==> src/include/clk_cfg_pkg.sv <==
// Package with register map, field layout, reset values and timing of the clock path configuration block.
package clk_cfg_pkg;

  // ==========================================================================
  // Bus geometry
  localparam int ADDR_W = 12;
  localparam int DATA_W = 32;
  localparam int IDX_W  = 10;

  // ==========================================================================
  // Register indices; the byte address is four times the index
  localparam logic [IDX_W-1:0] IDX_PLL_CTRL = 10'h010;
  localparam logic [IDX_W-1:0] IDX_VCO_CAL  = 10'h018;
  localparam logic [IDX_W-1:0] IDX_REF_EN   = 10'h01C;
  localparam logic [IDX_W-1:0] IDX_VCO_DIV  = 10'h1E0;
  localparam logic [IDX_W-1:0] IDX_SRC_SEL  = 10'h1E1;
  localparam logic [IDX_W-1:0] IDX_UPDATE   = 10'h232;
  localparam logic [IDX_W-1:0] IDX_NVM_CTRL = 10'h240;

  // ==========================================================================
  // Field positions
  localparam int PLL_PWR_LSB   = 0;
  localparam int PFD_POL_BIT   = 7;
  localparam int CAL_BIT       = 0;
  localparam int CAL_BUSY_BIT  = 1;
  localparam int REF_EN_LSB    = 0;
  localparam int DIV_SEL_LSB   = 0;
  localparam int BYPASS_BIT    = 0;
  localparam int SRC_BIT       = 1;
  localparam int UPDATE_BIT    = 0;
  localparam int NVM_SAVE_BIT  = 0;
  localparam int NVM_BUSY_BIT  = 0;
  localparam int NVM_VALID_BIT = 1;

  // ==========================================================================
  // Field encodings
  localparam logic [1:0] PWR_NORMAL   = 2'h0;
  localparam logic [1:0] PWR_ASYNC_PD = 2'h1;

  typedef struct packed {
    logic       pfd_neg;
    logic [1:0] pll_power;
    logic       cal;
    logic [2:0] ref_en;
    logic [2:0] div_sel;
    logic       src_vco;
    logic       div_bypass;
  } cfg_type;

  localparam int CFG_W = $bits(cfg_type);

  // ==========================================================================
  // Values after reset
  localparam cfg_type CFG_RESET = '{
    pfd_neg:    1'h0,
    pll_power:  PWR_ASYNC_PD,
    cal:        1'h0,
    ref_en:     3'h0,
    div_sel:    3'h0,
    src_vco:    1'h0,
    div_bypass: 1'h0
  };

  // ==========================================================================
  // Timing
  localparam int CLK_PERIOD_NS = 8;
  localparam int CAL_TIME_NS   = 800;
  localparam int CAL_CYCLES    = (CAL_TIME_NS + CLK_PERIOD_NS - 1) / CLK_PERIOD_NS;

  // ==========================================================================
  // Nonvolatile image layout
  localparam int NVM_DW    = 16;
  localparam int NVM_AW    = 1;
  localparam int NVM_DEPTH = 2;
  localparam logic [NVM_AW-1:0] NVM_CFG_SLOT = 1'h0;
  localparam logic [NVM_AW-1:0] NVM_SIG_SLOT = 1'h1;
  // Arbitrary marker value that tags a valid stored image.
  localparam logic [NVM_DW-1:0] NVM_SIGNATURE = 16'hA5C3;

  // ==========================================================================
  // Enumerations
  typedef enum logic [2:0] {
    SEL_NONE     = 3'h0,
    SEL_PLL_CTRL = 3'h1,
    SEL_VCO_CAL  = 3'h2,
    SEL_REF_EN   = 3'h3,
    SEL_VCO_DIV  = 3'h4,
    SEL_SRC_SEL  = 3'h5,
    SEL_UPDATE   = 3'h6,
    SEL_NVM_CTRL = 3'h7
  } reg_sel_type;

  typedef enum logic [2:0] {
    NVM_LOAD_CFG = 3'h0,
    NVM_LOAD_SIG = 3'h1,
    NVM_LOAD_END = 3'h2,
    NVM_IDLE     = 3'h3,
    NVM_SAVE_CFG = 3'h4,
    NVM_SAVE_SIG = 3'h5
  } nvm_state_type;

endpackage

==> src/include/nvm_port_if.sv <==
// Interface between the configuration logic and the nonvolatile image store.
`timescale 1ns/1ns
interface nvm_port_if;
  import clk_cfg_pkg::*;
  logic              wr_en;
  logic [NVM_AW-1:0] addr;
  logic [NVM_DW-1:0] wdata;
  logic [NVM_DW-1:0] rdata;
  modport ctrl  (output wr_en, output addr, output wdata, input rdata);
  modport store (input wr_en, input addr, input wdata, output rdata);
endinterface

==> src/config_store.sv <==
// Nonvolatile configuration image store with registered read port.
`timescale 1ns/1ns
module config_store (
  input wire logic   mclk,
  input wire logic   rst_b,
  nvm_port_if.store  nvm
);
  import clk_cfg_pkg::*;

  typedef struct packed {
    logic [NVM_DW-1:0] rdata;
  } state_type;

  state_type         st_reg;
  state_type         st_next;
  logic [NVM_DW-1:0] mem [NVM_DEPTH];

  // ==========================================================================
  // Storage; the array is not cleared by reset so the image survives it.
  always_ff @(posedge mclk) begin
    if (nvm.wr_en) begin
      mem[nvm.addr] <= nvm.wdata;
    end
  end

  // ==========================================================================
  // Read port
  always_comb begin
    st_next       = st_reg;
    st_next.rdata = mem[nvm.addr];
  end

  always_ff @(posedge mclk) begin
    if (!rst_b) begin
      st_reg <= '0;
    end else begin
      st_reg <= st_next;
    end
  end

  assign nvm.rdata = st_reg.rdata;
endmodule

==> src/clock_path_mode_config.sv <==
// Clock source path mode configuration with APB registers, update strobe, calibration and image restore.
`timescale 1ns/1ns

// Contract
// - Power field 00 runs PLL, 01 powers down
// - Source bit 1 picks VCO, 0 external clock
// - Bypass bit 0 uses divider, 1 bypasses
// - Three bits enable reference inputs individually
// - Polarity bit 0 positive, 1 negative
// - Calibrate bit plus update strobe starts calibration
// - Configuration saved nonvolatile, restored at power-up
// - Reset: PLL down, divide by 2, clock
// - Divider ratios one to six by field
module clock_path_mode_config #(
  parameter int CAL_CYCLES = clk_cfg_pkg::CAL_CYCLES
) (
  input  wire logic                       mclk,
  input  wire logic                       rst_b,
  input  wire logic [clk_cfg_pkg::ADDR_W-1:0] paddr,
  input  wire logic                       psel,
  input  wire logic                       penable,
  input  wire logic                       pwrite,
  input  wire logic [clk_cfg_pkg::DATA_W-1:0] pwdata,
  input  wire logic [3:0]                 pstrb,
  output logic      [clk_cfg_pkg::DATA_W-1:0] prdata,
  output logic                            pready,
  output logic                            pslverr,
  output logic                            pll_enable,
  output logic                            pll_power_down,
  output logic      [1:0]                 pll_power_mode,
  output logic                            pfd_negative,
  output logic      [2:0]                 ref_enable,
  output logic                            src_vco_select,
  output logic                            vco_div_bypass,
  output logic      [2:0]                 vco_div_code,
  output logic      [2:0]                 vco_div_ratio,
  output logic                            vco_cal_start,
  output logic                            vco_cal_busy
);
  import clk_cfg_pkg::*;

  // ==========================================================================
  // Parameter checks
  if (CAL_CYCLES < 1 || CAL_CYCLES > 65535) begin : g_bad_cal
    $error("CAL_CYCLES must lie between 1 and 65535.");
  end
  if (CFG_W > NVM_DW) begin : g_bad_image
    $error("The configuration image must fit one store word.");
  end

  // ==========================================================================
  // State
  typedef struct packed {
    cfg_type           stg;
    cfg_type           act;
    cfg_type           ld;
    logic              cal_busy;
    logic [15:0]       cal_cnt;
    logic              cal_start;
    logic [DATA_W-1:0] prdata;
    logic              pready;
    logic              pslverr;
    nvm_state_type     nvm_state;
    logic              nvm_valid;
    logic              nvm_wr;
    logic [NVM_AW-1:0] nvm_addr;
    logic [NVM_DW-1:0] nvm_wdata;
    logic              pll_on;
    logic              pll_pd;
    logic [2:0]        ratio;
  } state_type;

  localparam logic [15:0] CAL_LAST = 16'(CAL_CYCLES - 1);

  state_type   st_reg;
  state_type   st_next;
  reg_sel_type setup_sel;
  reg_sel_type access_sel;
  logic        wr_fire;
  logic        update_fire;
  logic        save_fire;
  logic [7:0]  wbyte;

  // ==========================================================================
  // Image store.
  nvm_port_if nvm ();

  config_store u_store (
    .mclk  (mclk),
    .rst_b (rst_b),
    .nvm   (nvm)
  );

  // ==========================================================================
  // Helper functions
  function automatic reg_sel_type addr_to_sel(input logic [ADDR_W-1:0] a);
    logic [IDX_W-1:0] idx;
    idx = a[ADDR_W-1:2];
    if (a[1:0] != 2'h0) begin
      return SEL_NONE;
    end
    case (idx)
      IDX_PLL_CTRL: return SEL_PLL_CTRL;
      IDX_VCO_CAL:  return SEL_VCO_CAL;
      IDX_REF_EN:   return SEL_REF_EN;
      IDX_VCO_DIV:  return SEL_VCO_DIV;
      IDX_SRC_SEL:  return SEL_SRC_SEL;
      IDX_UPDATE:   return SEL_UPDATE;
      IDX_NVM_CTRL: return SEL_NVM_CTRL;
      default:      return SEL_NONE;
    endcase
  endfunction

  // ==========================================================================
  // Divider code to ratio.
  function automatic logic [2:0] div_ratio(input logic [2:0] code);
    case (code)
      3'h0:    return 3'h2;
      3'h1:    return 3'h3;
      3'h2:    return 3'h4;
      3'h3:    return 3'h5;
      3'h4:    return 3'h6;
      default: return 3'h1;
    endcase
  endfunction

  // ==========================================================================
  // Power field to power-down and enable flags.
  function automatic logic [1:0] power_flags(input logic [1:0] field);
    logic [1:0] f;
    f = 2'h0;
    case (field)
      PWR_NORMAL:   f = 2'h1;
      PWR_ASYNC_PD: f = 2'h2;
      default:      f = 2'h0;
    endcase
    return f;
  endfunction

  // ==========================================================================
  // Read value of a register.
  function automatic logic [7:0] read_byte(input reg_sel_type sel, input state_type s);
    logic [7:0] v;
    v = 8'h00;
    case (sel)
      SEL_PLL_CTRL: begin
        v[PLL_PWR_LSB +: 2] = s.stg.pll_power;
        v[PFD_POL_BIT]      = s.stg.pfd_neg;
      end
      SEL_VCO_CAL: begin
        v[CAL_BIT]      = s.stg.cal;
        v[CAL_BUSY_BIT] = s.cal_busy;
      end
      SEL_REF_EN: begin
        v[REF_EN_LSB +: 3] = s.stg.ref_en;
      end
      SEL_VCO_DIV: begin
        v[DIV_SEL_LSB +: 3] = s.stg.div_sel;
      end
      SEL_SRC_SEL: begin
        v[BYPASS_BIT] = s.stg.div_bypass;
        v[SRC_BIT]    = s.stg.src_vco;
      end
      SEL_NVM_CTRL: begin
        v[NVM_BUSY_BIT]  = (s.nvm_state != NVM_IDLE);
        v[NVM_VALID_BIT] = s.nvm_valid;
      end
      SEL_UPDATE:   v = 8'h00;
      default:      v = 8'h00;
    endcase
    return v;
  endfunction

  // ==========================================================================
  // Bus decode
  assign setup_sel   = addr_to_sel(paddr);
  assign access_sel  = addr_to_sel(paddr);
  assign wbyte       = pwdata[7:0];
  assign wr_fire     = psel
    && penable
    && st_reg.pready
    && pwrite
    && pstrb[0]
    && (access_sel != SEL_NONE);
  assign update_fire = wr_fire
    && (access_sel == SEL_UPDATE)
    && wbyte[UPDATE_BIT];
  assign save_fire   = wr_fire
    && (access_sel == SEL_NVM_CTRL)
    && wbyte[NVM_SAVE_BIT];

  // ==========================================================================
  // Next state
  always_comb begin
    st_next           = st_reg;
    st_next.cal_start = 1'b0;
    st_next.nvm_wr    = 1'b0;

    // ====================================
    // APB answer: one wait-free access phase, held off while the image engine runs.
    st_next.pready  = psel
      && !st_reg.pready
      && (st_reg.nvm_state == NVM_IDLE);
    st_next.pslverr = 1'b0;
    if (psel && !st_reg.pready) begin
      st_next.prdata  = {24'h000000, read_byte(setup_sel, st_reg)};
      st_next.pslverr = st_next.pready && (setup_sel == SEL_NONE);
    end

    // ====================================
    // Staging writes.
    if (wr_fire) begin
      case (access_sel)
        SEL_PLL_CTRL: begin
          st_next.stg.pll_power = wbyte[PLL_PWR_LSB +: 2];
          st_next.stg.pfd_neg   = wbyte[PFD_POL_BIT];
        end
        SEL_VCO_CAL: begin
          st_next.stg.cal = wbyte[CAL_BIT];
        end
        SEL_REF_EN: begin
          st_next.stg.ref_en = wbyte[REF_EN_LSB +: 3];
        end
        SEL_VCO_DIV: begin
          st_next.stg.div_sel = wbyte[DIV_SEL_LSB +: 3];
        end
        SEL_SRC_SEL: begin
          st_next.stg.src_vco    = wbyte[SRC_BIT];
          st_next.stg.div_bypass = wbyte[BYPASS_BIT];
        end
        default: st_next.stg = st_next.stg;
      endcase
    end

    // ====================================
    // Update strobe copies staging into the live configuration.
    if (update_fire) begin
      st_next.act = st_reg.stg;
    end

    // ====================================
    // Image save and restore engine.
    case (st_reg.nvm_state)
      NVM_LOAD_CFG: begin
        st_next.nvm_addr  = NVM_SIG_SLOT;
        st_next.nvm_state = NVM_LOAD_SIG;
      end
      NVM_LOAD_SIG: begin
        st_next.ld        = nvm.rdata[CFG_W-1:0];
        st_next.nvm_state = NVM_LOAD_END;
      end
      NVM_LOAD_END: begin
        if (nvm.rdata == NVM_SIGNATURE) begin
          st_next.stg       = st_reg.ld;
          st_next.act       = st_reg.ld;
          st_next.nvm_valid = 1'b1;
        end
        st_next.nvm_state = NVM_IDLE;
      end
      NVM_IDLE: begin
        if (save_fire) begin
          st_next.nvm_wr    = 1'b1;
          st_next.nvm_addr  = NVM_CFG_SLOT;
          st_next.nvm_wdata = {{(NVM_DW-CFG_W){1'b0}}, st_reg.stg};
          st_next.nvm_state = NVM_SAVE_CFG;
        end
      end
      NVM_SAVE_CFG: begin
        st_next.nvm_wr    = 1'b1;
        st_next.nvm_addr  = NVM_SIG_SLOT;
        st_next.nvm_wdata = NVM_SIGNATURE;
        st_next.nvm_state = NVM_SAVE_SIG;
      end
      NVM_SAVE_SIG: begin
        st_next.nvm_addr  = NVM_CFG_SLOT;
        st_next.nvm_valid = 1'b1;
        st_next.nvm_state = NVM_IDLE;
      end
      default: st_next.nvm_state = NVM_IDLE;
    endcase

    // ====================================
    // Calibration runs only on a rising edge of the live calibrate bit.
    if (st_reg.cal_busy) begin
      if (st_reg.cal_cnt == 16'h0000) begin
        st_next.cal_busy = 1'b0;
      end else begin
        st_next.cal_cnt = st_reg.cal_cnt - 16'h0001;
      end
    end
    if (st_next.act.cal && !st_reg.act.cal) begin
      st_next.cal_start = 1'b1;
      st_next.cal_busy  = 1'b1;
      st_next.cal_cnt   = CAL_LAST;
    end

    // ====================================
    // Decoded path controls.
    {st_next.pll_pd, st_next.pll_on} = power_flags(st_next.act.pll_power);
    st_next.ratio                    = div_ratio(st_next.act.div_sel);
  end

  // ==========================================================================
  // State register
  always_ff @(posedge mclk) begin
    if (!rst_b) begin
      st_reg           <= '0;
      st_reg.stg       <= CFG_RESET;
      st_reg.act       <= CFG_RESET;
      st_reg.ld        <= CFG_RESET;
      st_reg.nvm_state <= NVM_LOAD_CFG;
      st_reg.nvm_addr  <= NVM_CFG_SLOT;
      {st_reg.pll_pd, st_reg.pll_on} <= power_flags(CFG_RESET.pll_power);
      st_reg.ratio                   <= div_ratio(CFG_RESET.div_sel);
    end else begin
      st_reg <= st_next;
    end
  end

  // ==========================================================================
  // Outputs
  assign nvm.wr_en      = st_reg.nvm_wr;
  assign nvm.addr       = st_reg.nvm_addr;
  assign nvm.wdata      = st_reg.nvm_wdata;

  // ==========================================================================
  // Block outputs.
  assign prdata         = st_reg.prdata;
  assign pready         = st_reg.pready;
  assign pslverr        = st_reg.pslverr;
  assign pll_enable     = st_reg.pll_on;
  assign pll_power_down = st_reg.pll_pd;
  assign pll_power_mode = st_reg.act.pll_power;
  assign pfd_negative   = st_reg.act.pfd_neg;
  assign ref_enable     = st_reg.act.ref_en;
  assign src_vco_select = st_reg.act.src_vco;
  assign vco_div_bypass = st_reg.act.div_bypass;
  assign vco_div_code   = st_reg.act.div_sel;
  assign vco_div_ratio  = st_reg.ratio;
  assign vco_cal_start  = st_reg.cal_start;
  assign vco_cal_busy   = st_reg.cal_busy;
endmodule

==> config.mk <==
export PLATFORM = sky130hd
export DESIGN_NAME = clock_path_mode_config
export DESIGN_NICKNAME = d
export VERILOG_FILES = /design/src/include/clk_cfg_pkg.sv /design/src/include/nvm_port_if.sv /design/src/config_store.sv /design/src/clock_path_mode_config.sv
export SDC_FILE = /design/constraint.sdc
export NUM_CORES = 1
export LEC_CHECK = 0
export ABC_AREA = 1
export BUFFER_PORTS_ARGS = -buffer_cell sky130_fd_sc_hd__buf_2
export CAP_MARGIN = 20
export CORE_MARGIN = 2
export CORE_UTILIZATION = 55
export DETAILED_ROUTE_END_ITERATION = 10
export PLACE_DENSITY_LB_ADDON = 0.2
export SLEW_MARGIN = 10
export SYNTH_ARGS = -nofsm -noshare
export SYNTH_HDL_FRONTEND = slang
export SYNTH_SLANG_ARGS = --single-unit
==> constraint.sdc <==
create_clock -name mclk -period 2.26 [get_ports mclk]
set_input_delay 0.452 -clock mclk [delete_from_list [all_inputs] [get_ports mclk]]
set_output_delay 0.452 -clock mclk [all_outputs]
set_load 0.05 [all_outputs]
# --- After elaboration in Yosys (flattened, before gate mapping) ---
# Memory sizes are Yosys's and may differ from the RTL's. A register that Yosys moved wholly into a read port is not among the register bits.
# Cells that the tools add are included.
word_totals:
  register_bits: 87
  latch_bits: 0
  mem_bits_rw: 32
  rom_bits: 0
  input_bits: 53
  output_inout_bits: 52
  elab_cells: 136
  mem_count: 1
memory_table:
  columns: ["memory", "depth", "width", "rd", "rd_clocked_by_memory_dff", "write_ports", "line", "source"]
  rows:
  - ["u_store.mem", 2, 16, 1, 1, 1, "config_store.sv:16", "logic [NVM_DW-1:0] mem [NVM_DEPTH];"]
op_classes:
  n_addsub: 1
  mul: 0
  div_mod_pow: 0
  magnitude_cmp: 0
  eq_ne: 29
  shifts: 0
  mux: 32
  bitwise: 2
  n_reduce_logical: 35
op_table:
  columns: ["operator", "count"]
  rows:
  - ["24-bit two-way mux", 2]
  - ["18-bit two-way mux", 2]
  - ["16-bit case mux with 2 select lines", 1]
  - ["10-bit by 5-bit == test with 1-bit output, second input constant", 3]
  - ["12-bit two-way mux", 2]
  - ["3-bit == test, second input constant", 7]
  - ["3-bit case mux with 7 select lines", 1]
  - ["10-bit == test, second input constant", 2]
  - ["10-bit by 9-bit == test with 1-bit output, second input constant", 2]
  - ["3-bit by 2-bit == test with 1-bit output, second input constant", 6]
  - ["3-bit two-way mux", 6]
  - ["17-bit two-way mux", 1]
  - ["16-bit == test, second input constant", 1]
  - ["16-bit zero test", 1]
  - ["16-bit two-way mux", 1]
  - ["16-bit by 1-bit subtractor with 16-bit output, second input constant", 1]
  - ["3-bit case mux with 5 select lines", 1]
  - ["1-bit logical AND", 13]
  - ["2-bit case mux with 6 select lines", 1]
  - ["3-bit case mux with 4 select lines", 1]
  - ["2-bit AND reduction", 6]
  - ["3-bit by 1-bit == test with 1-bit output, second input constant", 3]
  - ["3-bit zero test", 3]
  - ["2-bit nonzero test", 4]
  - ["14 further kinds", 28]

# --- Depth between registers and ports, before layout ---
# Gate-level depths: netlist (run 1).
depth:
  word_depth: 13
  depth_mapped: 18
  mapped_depth_nobuf: 17

# --- Modules after synthesis ---
# A second synthesis (run 1) with hierarchy kept.
unflattened:
  cells_unflattened: 733
  hier_area_um2: 5949.5
by_module_without_submodules:
  columns: ["module", "instances", "cells_per_inst", "area_each_um2", "seq_area_each_um2"]
  rows:
  - ["clock_path_mode_config", 1, 595, 4286.6, 1681.6]
  - ["config_store", 1, 138, 1662.8, 1281.2]

# --- Worst setup path after synthesis (run 1) ---
# Ideal clock, no wire load.
synth_timing:
  path_kind: "input-to-reg"
  from: "input paddr[10] (netlist name)"
  to: "register st_reg (netlist bit nvm.wdata[4])"
  setup_time_ns: 0.113
  arrival_ns: 1.941
  slack_ns: 0.205
  cell_stages: 15
  path_buffers: 1
  cell_sequence: "inv_1 > nand2_1 > inv_1 > nand2_1 > nor2_2 > inv_2 > nand3_2 > nand2_1 > nand3_4 > and2_4 > nor3b_4 > nand2_2 > buf_6 > o21ai_1 > nor2_1"
synth_via:
  elab_chain_cells: 9
  word_cells_on_any_way: 16
  cone_classes: "9 x eq/ne; 2 x mux; 5 x reduce/logical"
synth_lines:
  columns: ["element", "line", "source"]
  rows:
  - ["start, declared", "clock_path_mode_config.sv:19", "input wire logic [clk_cfg_pkg::ADDR_W-1:0] paddr,"]
  - ["10-bit == test (tied with other cells)", "clock_path_mode_config.sv:102", "case (idx)"]
  - ["3-bit case mux with 7 select lines *", "clock_path_mode_config.sv:102", null]
  - ["3-bit two-way mux *", "clock_path_mode_config.sv:102", null]
  - ["3-bit nonzero test", "clock_path_mode_config.sv:184", "&& (access_sel != SEL_NONE);"]
  - ["1-bit logical AND", "clock_path_mode_config.sv:184", null]
  - ["1-bit logical AND *", "clock_path_mode_config.sv:189", "&& (access_sel == SEL_NVM_CTRL)"]
  - ["1-bit logical AND *", "clock_path_mode_config.sv:190", "&& wbyte[NVM_SAVE_BIT];"]
  - ["2-bit != test (no source line) *", null, null]
  - ["2-bit AND reduction (no source line) *", null, null]
  - ["end signal, assigned", "clock_path_mode_config.sv:316", "st_reg <= st_next;"]
  - ["end, declared", "clock_path_mode_config.sv:75", "state_type st_reg;"]
# Mark *: on every way between the ends. The rest lies on a longest branch, timed or not.
# A chain may end at the register's enable or synchronous reset.

# --- Worst setup path after layout (run 1) ---
layout_timing:
  from: "register st_reg[62] (netlist name)"
  to: "register st_reg[76] (netlist name)"
layout_via:
  elab_chain_cells: 3
  word_cells_on_any_way: 4
  cone_classes: "1 x add/sub; 1 x bitwise; 2 x reduce/logical"
layout_lines:
  columns: ["element"]
  rows:
  - ["parallel branches: the longest is 3 deep, another holds 16-bit by 1-bit subtractor with 16-bit output"]
# Several ways; the timed one is not identified.

==> impl_metrics.ini, run 1 <==
[setup_path]
crit_path_max_fanout = 5
worstPathRequired_ns = 2.68
reg2reg_to = st_reg[76]
crit_type = reg -> reg
r2r-start = st_reg[62]
reg2reg_depth = 13
crit_slowest_cell = dfxtp_1
critPathLaunchType = flip-flop
critical_path_arrival_ns = 2.49
cp_slowest_stage_delay_ns = 0.33
end_kind = flip-flop
path_cells = inv_1 -> ha_1 -> nand2_1 -> nor2_1 -> nand2_1 -> nand2_1 -> nor2_1 -> and2_1 -> nand2_1 -> nor2_1 -> nand4_1 -> xor2_1 -> nor2_1
rrSetupSlack_ns = 0.19

[power]
p_leak_nw = 3.11
powerDensity_nw_per_um2 = 798
irDropWorstVdd_uv = 419

[job]
drv_cap = 0

[routing]
routed_wl_um = 12700
vias_per_cell = 5.05
drtPass1Iterations = 6
wl_per_cell_um = 13.6
drcViolationCount = 0
ant_nets = 0
drtIter0Drc = 249
vias = 4716

[sta]
hold_viol_final = 0
fin_ws_ns = 0.186
slew_headroom_pct = 63.7
slew_violations = 0
min_period_ns = 2.07
setup_viol = 0
fin_worst_skew_ns = 0.00904
rsz0062_at_grt = yes
finalCritPeriodShare_pct = 91.8
tightest_slew_ns = 0.544
holdWs_ns = 0.267
fmax_ghz = 0.482

[floorplanning]
io_pins = 105
die_h_um = 105
die_area_sq_um = 11000
core.rowCount = 36
start_util_pct = 56.9
core_sq_um = 9860
die_w_um = 105

[cells_and_area]
drive_above_1_share_pct = 16.5
multi_input_area_sq_um = 2230
largest_reg_flops = 45
nNetsFinal = 842
antenna_cells = 0
register_area_sq_um = 2720
area_delta_synth_final_pct = 17.1
final_cells = 933
final.fill_count = 833

[clock_network]
cts.path.max_buffers = 2
cts_tree = done
cts-root-buf = clkbuf_8
postCtsSetupBuffers = 0
path_clk_slew_ns = 0.06
cts_buffers = 17
cts_hold_buffers = 0
insertion_delay_ns = 0.53
htreeDepth = 4
clock-sinks = 123

[placement]
hpwl_um = 9330
place_inst = 901
place.gp.congestion = 0.943
port_buffers = 45
dpl_worst_slack_ns = -0.211

[grt]
grt_max_degree = 26
gr-total-overflow = 0
grt_pass1_wl_um = 20900
grt_pass1_vias = 4486
grt_usage_pct = 24.1
antenna_found_initial = 0

[synthesis]
avgSynthCellArea_sq_um = 7.80
synth_most_common_cell = nor2_1
ys_ff_latch = 123
async_flop_share_pct = 0
ys.flop_type = dfxtp_1
ys_warn_count = 0
ys_types = 38
seq_area_frac_synth_pct = 48.5
synth.area.top_cells = dfxtp_1 (35%), edfxtp_1 (14%), nor2_1 (8.3%)
synth-edff-count = 26
syn_area_sq_um = 5620
post-synth-top-area-cell = dfxtp_1
synth_top_area_share_pct = 34.6
syn_inst = 720
synth_commonest_cells = nor2_1 (124), nand2_1 (117), dfxtp_1 (97), inv_1 (92), buf_4 (44)

[worst_hold_path]
min_path_cells = 3
hold_end = st_reg[114]
hold_class = in -> reg
min-delay-start = pwdata[7]

[status]
status = finished, final reports clean
cells in the final DEF, fill, tap and decap left out, types with 2 or more instances in the layout:
cell,count
bufinv_16,3
nor2_1,124
o21ai_0,32
nand4_1,12
clkinv_2,2
clkinv_1,5
inv_1,92
clkbuf_1,2
o211ai_1,21
nand2_2,7
buf_4,35
nand3_2,3
dfxtp_1,97
inv_2,3
clkbuf_16,16
nor2_2,5
o22ai_1,3
nand2_1,117
a21oi_1,35
edfxtp_1,26
nor4_1,6
o21ai_1,10
ha_1,2
xor2_1,12
nand3_1,33
buf_2,45
conb_1,28
nor3_1,5
buf_12,2
inv_6,2
worst max-delay path: cells and delay by family, from the launching register on:
kind	cells	cell delay (ns)
fa+ha+maj	1	0.20
flops	1	0.33
buf+inv	1	0.07
simple gates	10	1.18
xor+xnor	1	0.16
layer usage:
| layer | vias to the layer above | routed length [um] | share of wire (%) | global-route usage, % |
|---|---|---|---|---|
| met5 | - | 0 | 0 | 0 |
| met4 | 0 | 220 | 1.7 | 9.05 |
| met3 | 20 | 802 | 6.3 | 6.36 |
| met2 | 139 | 6160 | 48 | 40.4 |
| met1 | 2177 | 5540 | 44 | 29.9 |
| li1 | 2380 | - | - | - |
metrics by stage:
stage | util (%) | TNS (ns) | area, sq um | power [mW]
after floorplan | - | 0 | 5720 | 2.61
after global placement | 60.8 | -2.18 | 6000 | 2.66
after detailed placement | 60.8 | -4.96 | 6000 | 2.67
after CTS | 66.6 | 0 | 6570 | 5.27
after global routing | 66.7 | -0.152 | 6580 | 5.39
final | 66.7 | 0 | 6580 | 5.25
cells by family (layout without fill, tap and decap cells):
kind of cell | count (synthesis) | after routing | share of synthesized area (%)
compound gates | 104 | 104 | 10.4
xor+xnor | 13 | 13 | 2.03
fa+ha+maj | 2 | 2 | 0.445
buf+inv | 157 | 210 | 13.7
flops | 123 | 123 | 48.5
mux | 1 | 1 | 0.200
other cells | 1 | 28 | 0.0668
simple gates | 319 | 319 | 24.6
how the worst max path moves through the flow:
stage / start / to / slack, ns / cells past startpoint
floorplan: paddr[10] / nvm.wdata[4] / 0.21 / 15
global placement: paddr[5] / vco_div_ratio[1] / -0.13 / 17
detailed placement: paddr[5] / vco_div_ratio[1] / -0.21 / 17
CTS: st_reg[62] / st_reg[75] / 0.12 / 14
global route: st_reg[62] / st_reg[75] / -0.05 / 14
finish: st_reg[62] / st_reg[76] / 0.19 / 13
where the power goes:
group          internal (mW)  leakage (nW)  switching [mW]
logic                 0.0721          1.81           0.248
clock network           1.67         0.277           0.955
registers               2.27          1.03          0.0297
total                   4.01          3.11            1.23
what timing repair did:
action,in CTS,in global routing
resized for setup,0,1
endpoints found under the setup margin,0,4
endpoints found under the hold margin,0,0
area by class of cell:
class                   count  area share (%)
flip-flops and latches    123            41.4
multi-input cells         467            33.9
repair buffers             82            8.03
clock buffers              19            6.41
inverters                  96            5.48
well taps                 133            2.53
clock inverters            13            2.26
No activity file was read; power rests on OpenSTA's default activity.
==> inputs of run 2 (changes only) <==
- BUFFER_PORTS_ARGS: -buffer_cell sky130_fd_sc_hd__buf_2 -> not set
- DONT_BUFFER_PORTS: not set -> 1
- SYNTH_HIERARCHICAL: not set -> 1
==> run 2 against run 1 <==
Compared with the run above: first-iteration DRC count is 4.8% higher; non-clock buffer count is 59 lower; clock power is 6% lower; combinational power hardly changed; power is 1.5% higher; hold slack worse by 0.23 ns; largest cell class unchanged.
==> impl_metrics.ini, run 2 <==
[clock_network]
cts-root-buf = clkbuf_8
clock-sinks = 132
cts_tree = done
cts_buffers = 17
htreeDepth = 4
insertion_delay_ns = 0.52
cts_hold_buffers = 0
path_clk_slew_ns = 0.06
cts.path.max_buffers = 2

[sta]
slew_violations = 0
slew_headroom_pct = 56.3
fin_worst_skew_ns = 0.00647
min_period_ns = 2.06
hold_viol_final = 0
finalCritPeriodShare_pct = 91.3
tns_ns = 0
tightest_slew_ns = 0.655
fmax_ghz = 0.485
setup_viol = 0

[power]
irDropWorstVdd_uv = 535
p_total_mw = 5.32
powerDensity_nw_per_um2 = 820
p_leak_nw = 2.83

[cells_and_area]
drive_above_1_share_pct = 13.7
largest_reg_flops = 45
nNetsFinal = 794
final.fill_count = 854
fin_util_pct = 62.3
final_common_cell = nand2_1
antenna_cells = 0
register_area_sq_um = 2960
final_cell_mix = nand2_1 (126), nor2_1 (102), dfxtp_1 (100)
multi_input_area_sq_um = 2290
area_delta_synth_final_pct = 9.15

[synthesis]
synth-edff-count = 32
syn_inst = 733
post-synth-top-area-cell = dfxtp_1
avgSynthCellArea_sq_um = 8.12
syn_area_sq_um = 5950
synth.area.top_cells = dfxtp_1 (34%), edfxtp_1 (16%), nand2_1 (7.9%)
ys_warn_count = 6
async_flop_share_pct = 0
synth_commonest_cells = nand2_1 (126), nor2_1 (103), dfxtp_1 (100), inv_1 (91), buf_4 (43)
ys_ff_latch = 132
seq_area_frac_synth_pct = 49.8
synth_top_area_share_pct = 33.6
ys.flop_type = dfxtp_1
ys_types = 41
synth_most_common_cell = nand2_1

[setup_path]
crit_path_max_fanout = 6
cp_slowest_stage_delay_ns = 0.31
reg2reg_to = st_reg[77]
rrSetupSlack_ns = 0.20
path_cells = inv_1 -> ha_1 -> inv_1 -> nor3_2 -> nand2_1 -> nor2_1 -> nor2_4 -> nand4_1 -> inv_1 -> nand3_1 -> nor2_2 -> nand2_1 -> xor2_1 -> nor2_2
reg2reg_depth = 14
crit_top_cell = inv_1
worstPathRequired_ns = 2.67
critPathTopFamily = simple AND/OR/NAND/NOR gates
r2r-start = st_reg[62]
cp.buffers_inverters = 3
crit_slowest_cell = dfxtp_1
critPathLaunchType = flip-flop
critical_path_arrival_ns = 2.47
crit_type = reg -> reg
end_kind = flip-flop

[floorplanning]
core.rowCount = 37
start_util_pct = 57.1
die_h_um = 108
die_w_um = 108
die_area_sq_um = 11700
io_pins = 105
core_sq_um = 10400

[status]
status = finished, final reports clean

[routing]
drtPass1Iterations = 6
routed_wl_um = 12800
drtIter0Drc = 261
wl_per_cell_um = 14.4
vias = 4552
drcViolationCount = 0
vias_per_cell = 5.12
ant_nets = 0

[grt]
grt_pass1_vias = 4130
gr-total-overflow = 0
antenna_found_initial = 0
grt_pass1_wl_um = 20600
grt_max_degree = 42
grt_usage_pct = 23.0

[worst_hold_path]
hold_end = st_reg[88]
min-delay-start = rst_b
min_path_cells = 1
hold_class = in -> reg

[placement]
hpwl_um = 9030
place.gp.congestion = 0.956
port_buffers = 0

[job]
drv_cap = 0
run 2: cell types whose count changed after synthesis, moves of 5 or more:
| cell | change |
|---|---|
| nor2_2 | +11 |
| nor2_1 | -21 |
| o21ai_1 | -7 |
| nand4_1 | -5 |
| nor4_1 | -6 |
| nand2_1 | +9 |
| a21oi_1 | +7 |
| edfxtp_1 | +6 |
| xor2_1 | -6 |
run 2: how the worst max path moves through the flow:
stage                          start            to  cells past startpoint
final                     st_reg[62]    st_reg[77]                     14
after global routing      st_reg[62]    st_reg[77]                     14
after CTS                 st_reg[62]    st_reg[77]                     14
after detailed placement    paddr[9]    st_reg[64]                     15
after global placement      paddr[9]    st_reg[64]                     15
after floorplan               pready  pfd_negative                     12
run 2: kinds of logic after synthesis:
family / share of synthesized area (%)
AND/OR/NAND/NOR: 24.2
buffers and inverters: 13.9
adder cells (fa/ha/maj): 0.210
other: 0.0630
AO/OA/AOI/OAI: 10.3
flip-flops: 49.8
XOR/XNOR: 1.47
run 2: routing by layer:
| metal | share of wire (%) | track usage (%) | wire [um] | vias up |
|---|---|---|---|---|
| li1 | - | - | - | 2299 |
| met1 | 46 | 31.6 | 5850 | 2093 |
| met2 | 47 | 36.8 | 6000 | 139 |
| met3 | 5.9 | 5.85 | 758 | 21 |
| met4 | 1.4 | 5.40 | 174 | 0 |
| met5 | 0 | 0 | 0 | - |
run 2: stage by stage:
stage          cell area (sq um)  setup WS (ns)  hold WS (ns)  instances
2_1_floorplan               6070          0.104         0.426        764
6_report                    6490          0.197        0.0327        889
3_5_place_dp                5920        -0.0284         0.438        853
5_1_grt                     6490        -0.0278        0.0206        889
4_1_cts                     6450          0.137       0.00799        885
3_3_place_gp                5920         0.0384         0.433        853
run 2: layout make-up:
cell class	count	share of cell area (%)
tap	136	2.62
inverter	98	5.66
clock buffer	19	6.49
sequential	132	45.6
clock inverter	13	1.70
multi-input combinational	468	35.2
timing repair buffer	23	2.66
run 2: repair_timing:
action                     CTS  global route
setup endpoints to repair    0             3
gates resized for setup      0             3
buffers inserted             0             4
run 2: worst register-to-register path: cells and delay by family (launching register included):
family / cells / cell delay, ns
xor+xnor: 1 / 0.16
fa+ha+maj: 1 / 0.20
buf+inv: 3 / 0.31
flops: 1 / 0.31
simple gates: 9 / 0.99
run 2: power by group:
| group | switching [mW] | internal (mW) | total (mW) |
|---|---|---|---|
| combinational | 0.252 | 0.0698 | 0.322 |
| clock | 1.00 | 1.45 | 2.45 |
| sequential | 0.0564 | 2.49 | 2.55 |
==> inputs of run 3 (changes only) <==
- CORE_MARGIN: 2 -> 3
- SETUP_SLACK_MARGIN: not set -> 0.4
==> run 3 against run 2 <==
Compared with the run above: setup slack better by 0.21 ns; power is 3.4% higher; maximum frequency is 11% higher; highest routed layer unchanged; critical endpoint unchanged; critical path depth stayed put.
==> impl_metrics.ini, run 3 (synthesized netlist as in run 2, its figures left out) <==
[routing]
drcViolationCount = 0
highest_layer = met4
drtIter0Drc = 384
dr_wl_met2_um = 6810
wl_met3_um = 832
routed_wl_um = 13900
wl_per_cell_um = 15.4
vias_per_cell = 5.23
drtPass1Iterations = 5
m1WireLength_um = 5860
vias = 4732
ant_nets = 0

[power]
irDropWorstVdd_uv = 576
p_leak_nw = 2.99
powerDensity_nw_per_um2 = 788

[grt]
gr-total-overflow = 0
antenna_found_initial = 0
grt_pass1_wl_um = 20900
grt_max_degree = 42
grt_pass1_vias = 4340
grt_usage_pct = 22.6

[sta]
tns_ns = 0
rsz0062_at_grt = yes
slew_headroom_pct = 55.6
hold_viol_final = 0
min_period_ns = 1.85
holdWs_ns = 0.0310
setup_viol = 0
tightest_slew_ns = 0.665
fmax_ghz = 0.539
slew_violations = 0
finalCritPeriodShare_pct = 82.0
fin_worst_skew_ns = 0.00547

[status]
status = finished, final reports clean

[cells_and_area]
final_common_cell = nand2_1
drive_above_1_share_pct = 22.1
antenna_cells = 0
nNetsFinal = 810
area_delta_synth_final_pct = 17.3
final_cell_mix = nand2_1 (110), nor2_1 (99), dfxtp_1 (95)
register_area_sq_um = 2970
largest_reg_flops = 45
final.fill_count = 809
fin_area_sq_um = 6980
multi_input_area_sq_um = 2530

[floorplanning]
io_pins = 105
core_sq_um = 10400
die_area_sq_um = 12100
die_h_um = 110
die_w_um = 110
core.rowCount = 37
start_util_pct = 57.1

[job]
drv_cap = 0

[clock_network]
insertion_delay_ns = 0.52
cts_tree = done
clock-sinks = 132
cts-root-buf = clkbuf_8
htreeDepth = 4
cts_buffers = 17
path_clk_slew_ns = 0.06
cts.path.max_buffers = 2

[setup_path]
critPathLaunchType = flip-flop
worstPathRequired_ns = 2.67
crit_path_max_fanout = 4
crit_type = reg -> reg
end_kind = flip-flop
critical_path_arrival_ns = 2.27

[placement]
place.gp.congestion = 0.899
port_buffers = 0
placed_area_sq_um = 6010
hpwl_um = 9100

[worst_hold_path]
hold_class = in -> reg
-- run 3: cell types whose count changed in the layout (fill, tap and decap cells not counted), moves of 5 or more --
cell     before  now
inv_2         7   12
nand2_2       8   19
nand2_1     126  110
buf_4        23   29
buf_6         0    6
dfxtp_1     100   95
inv_1        91   80
-- run 3: stage by stage --
step                      power [mW]  setup slack (ns)  cells  util [%]
final                           5.50             0.406    905      67.0
after global routing            5.67             0.278    905      67.0
after CTS                       5.51             0.410    894      64.7
after detailed placement        2.92           -0.0237    853      57.7
after global placement          2.91            0.0836    853      57.7
after floorplan                 2.93             0.328    764         -
-- run 3: timing repair --
action / in CTS / in global routing
gates resized for setup: 25 / 42
endpoints found under the setup margin: 25 / 44
hold buffers: 0 / 0
setup buffers: 9 / 8
pin swaps: 9 / 34
gates cloned: 0 / 3
-- run 3: final timing paths --
check / from / end / slack [ns] / depth (start not counted)
setup / recovery: st_reg[63] / st_reg[77] / 0.41 / 14
hold / removal: rst_b / st_reg[88] / 0.03 / 1
setup reg to reg: st_reg[63] / st_reg[77] / 0.41 / 14
hold reg to reg: nvm.wdata[7] / u_store/mem[1][7] / 0.46 / 0
-- run 3: power by group --
group / total (mW) / internal [mW] / switching (mW)
combinational: 0.341 / 0.0787 / 0.262
sequential: 2.55 / 2.49 / 0.0564
clock: 2.61 / 1.59 / 1.02
-- run 3: final cells by class --
type | instances | share of cell area, %
flip-flops and latches | 132 | 42.6
inverters | 98 | 5.66
well taps | 136 | 2.44
multi-input cells | 469 | 36.3
clock inverters | 13 | 1.94
clock buffers | 19 | 6.18
repair buffers | 38 | 4.95
-- run 3: critical path, stage by stage, from the launching register on --
cell	delay [ns]
dfxtp_2	0.33
inv_2	0.04
ha_4	0.15
inv_2	0.08
nor3_4	0.05
nand2_1	0.11
nor2_2	0.06
nor2_4	0.12
nand4_1	0.17
inv_2	0.10
nand3_2	0.11
nor2_4	0.13
nand2_1	0.07
xor2_1	0.16
nor2_2	0.06
-- run 3: layer usage --
| metal | up-vias | GRT usage [%] |
|---|---|---|
| li1 | 2322 | - |
| met1 | 2222 | 28.3 |
| met2 | 154 | 36.5 |
| met3 | 34 | 6.58 |
| met4 | 0 | 9.26 |
| met5 | - | 0 |
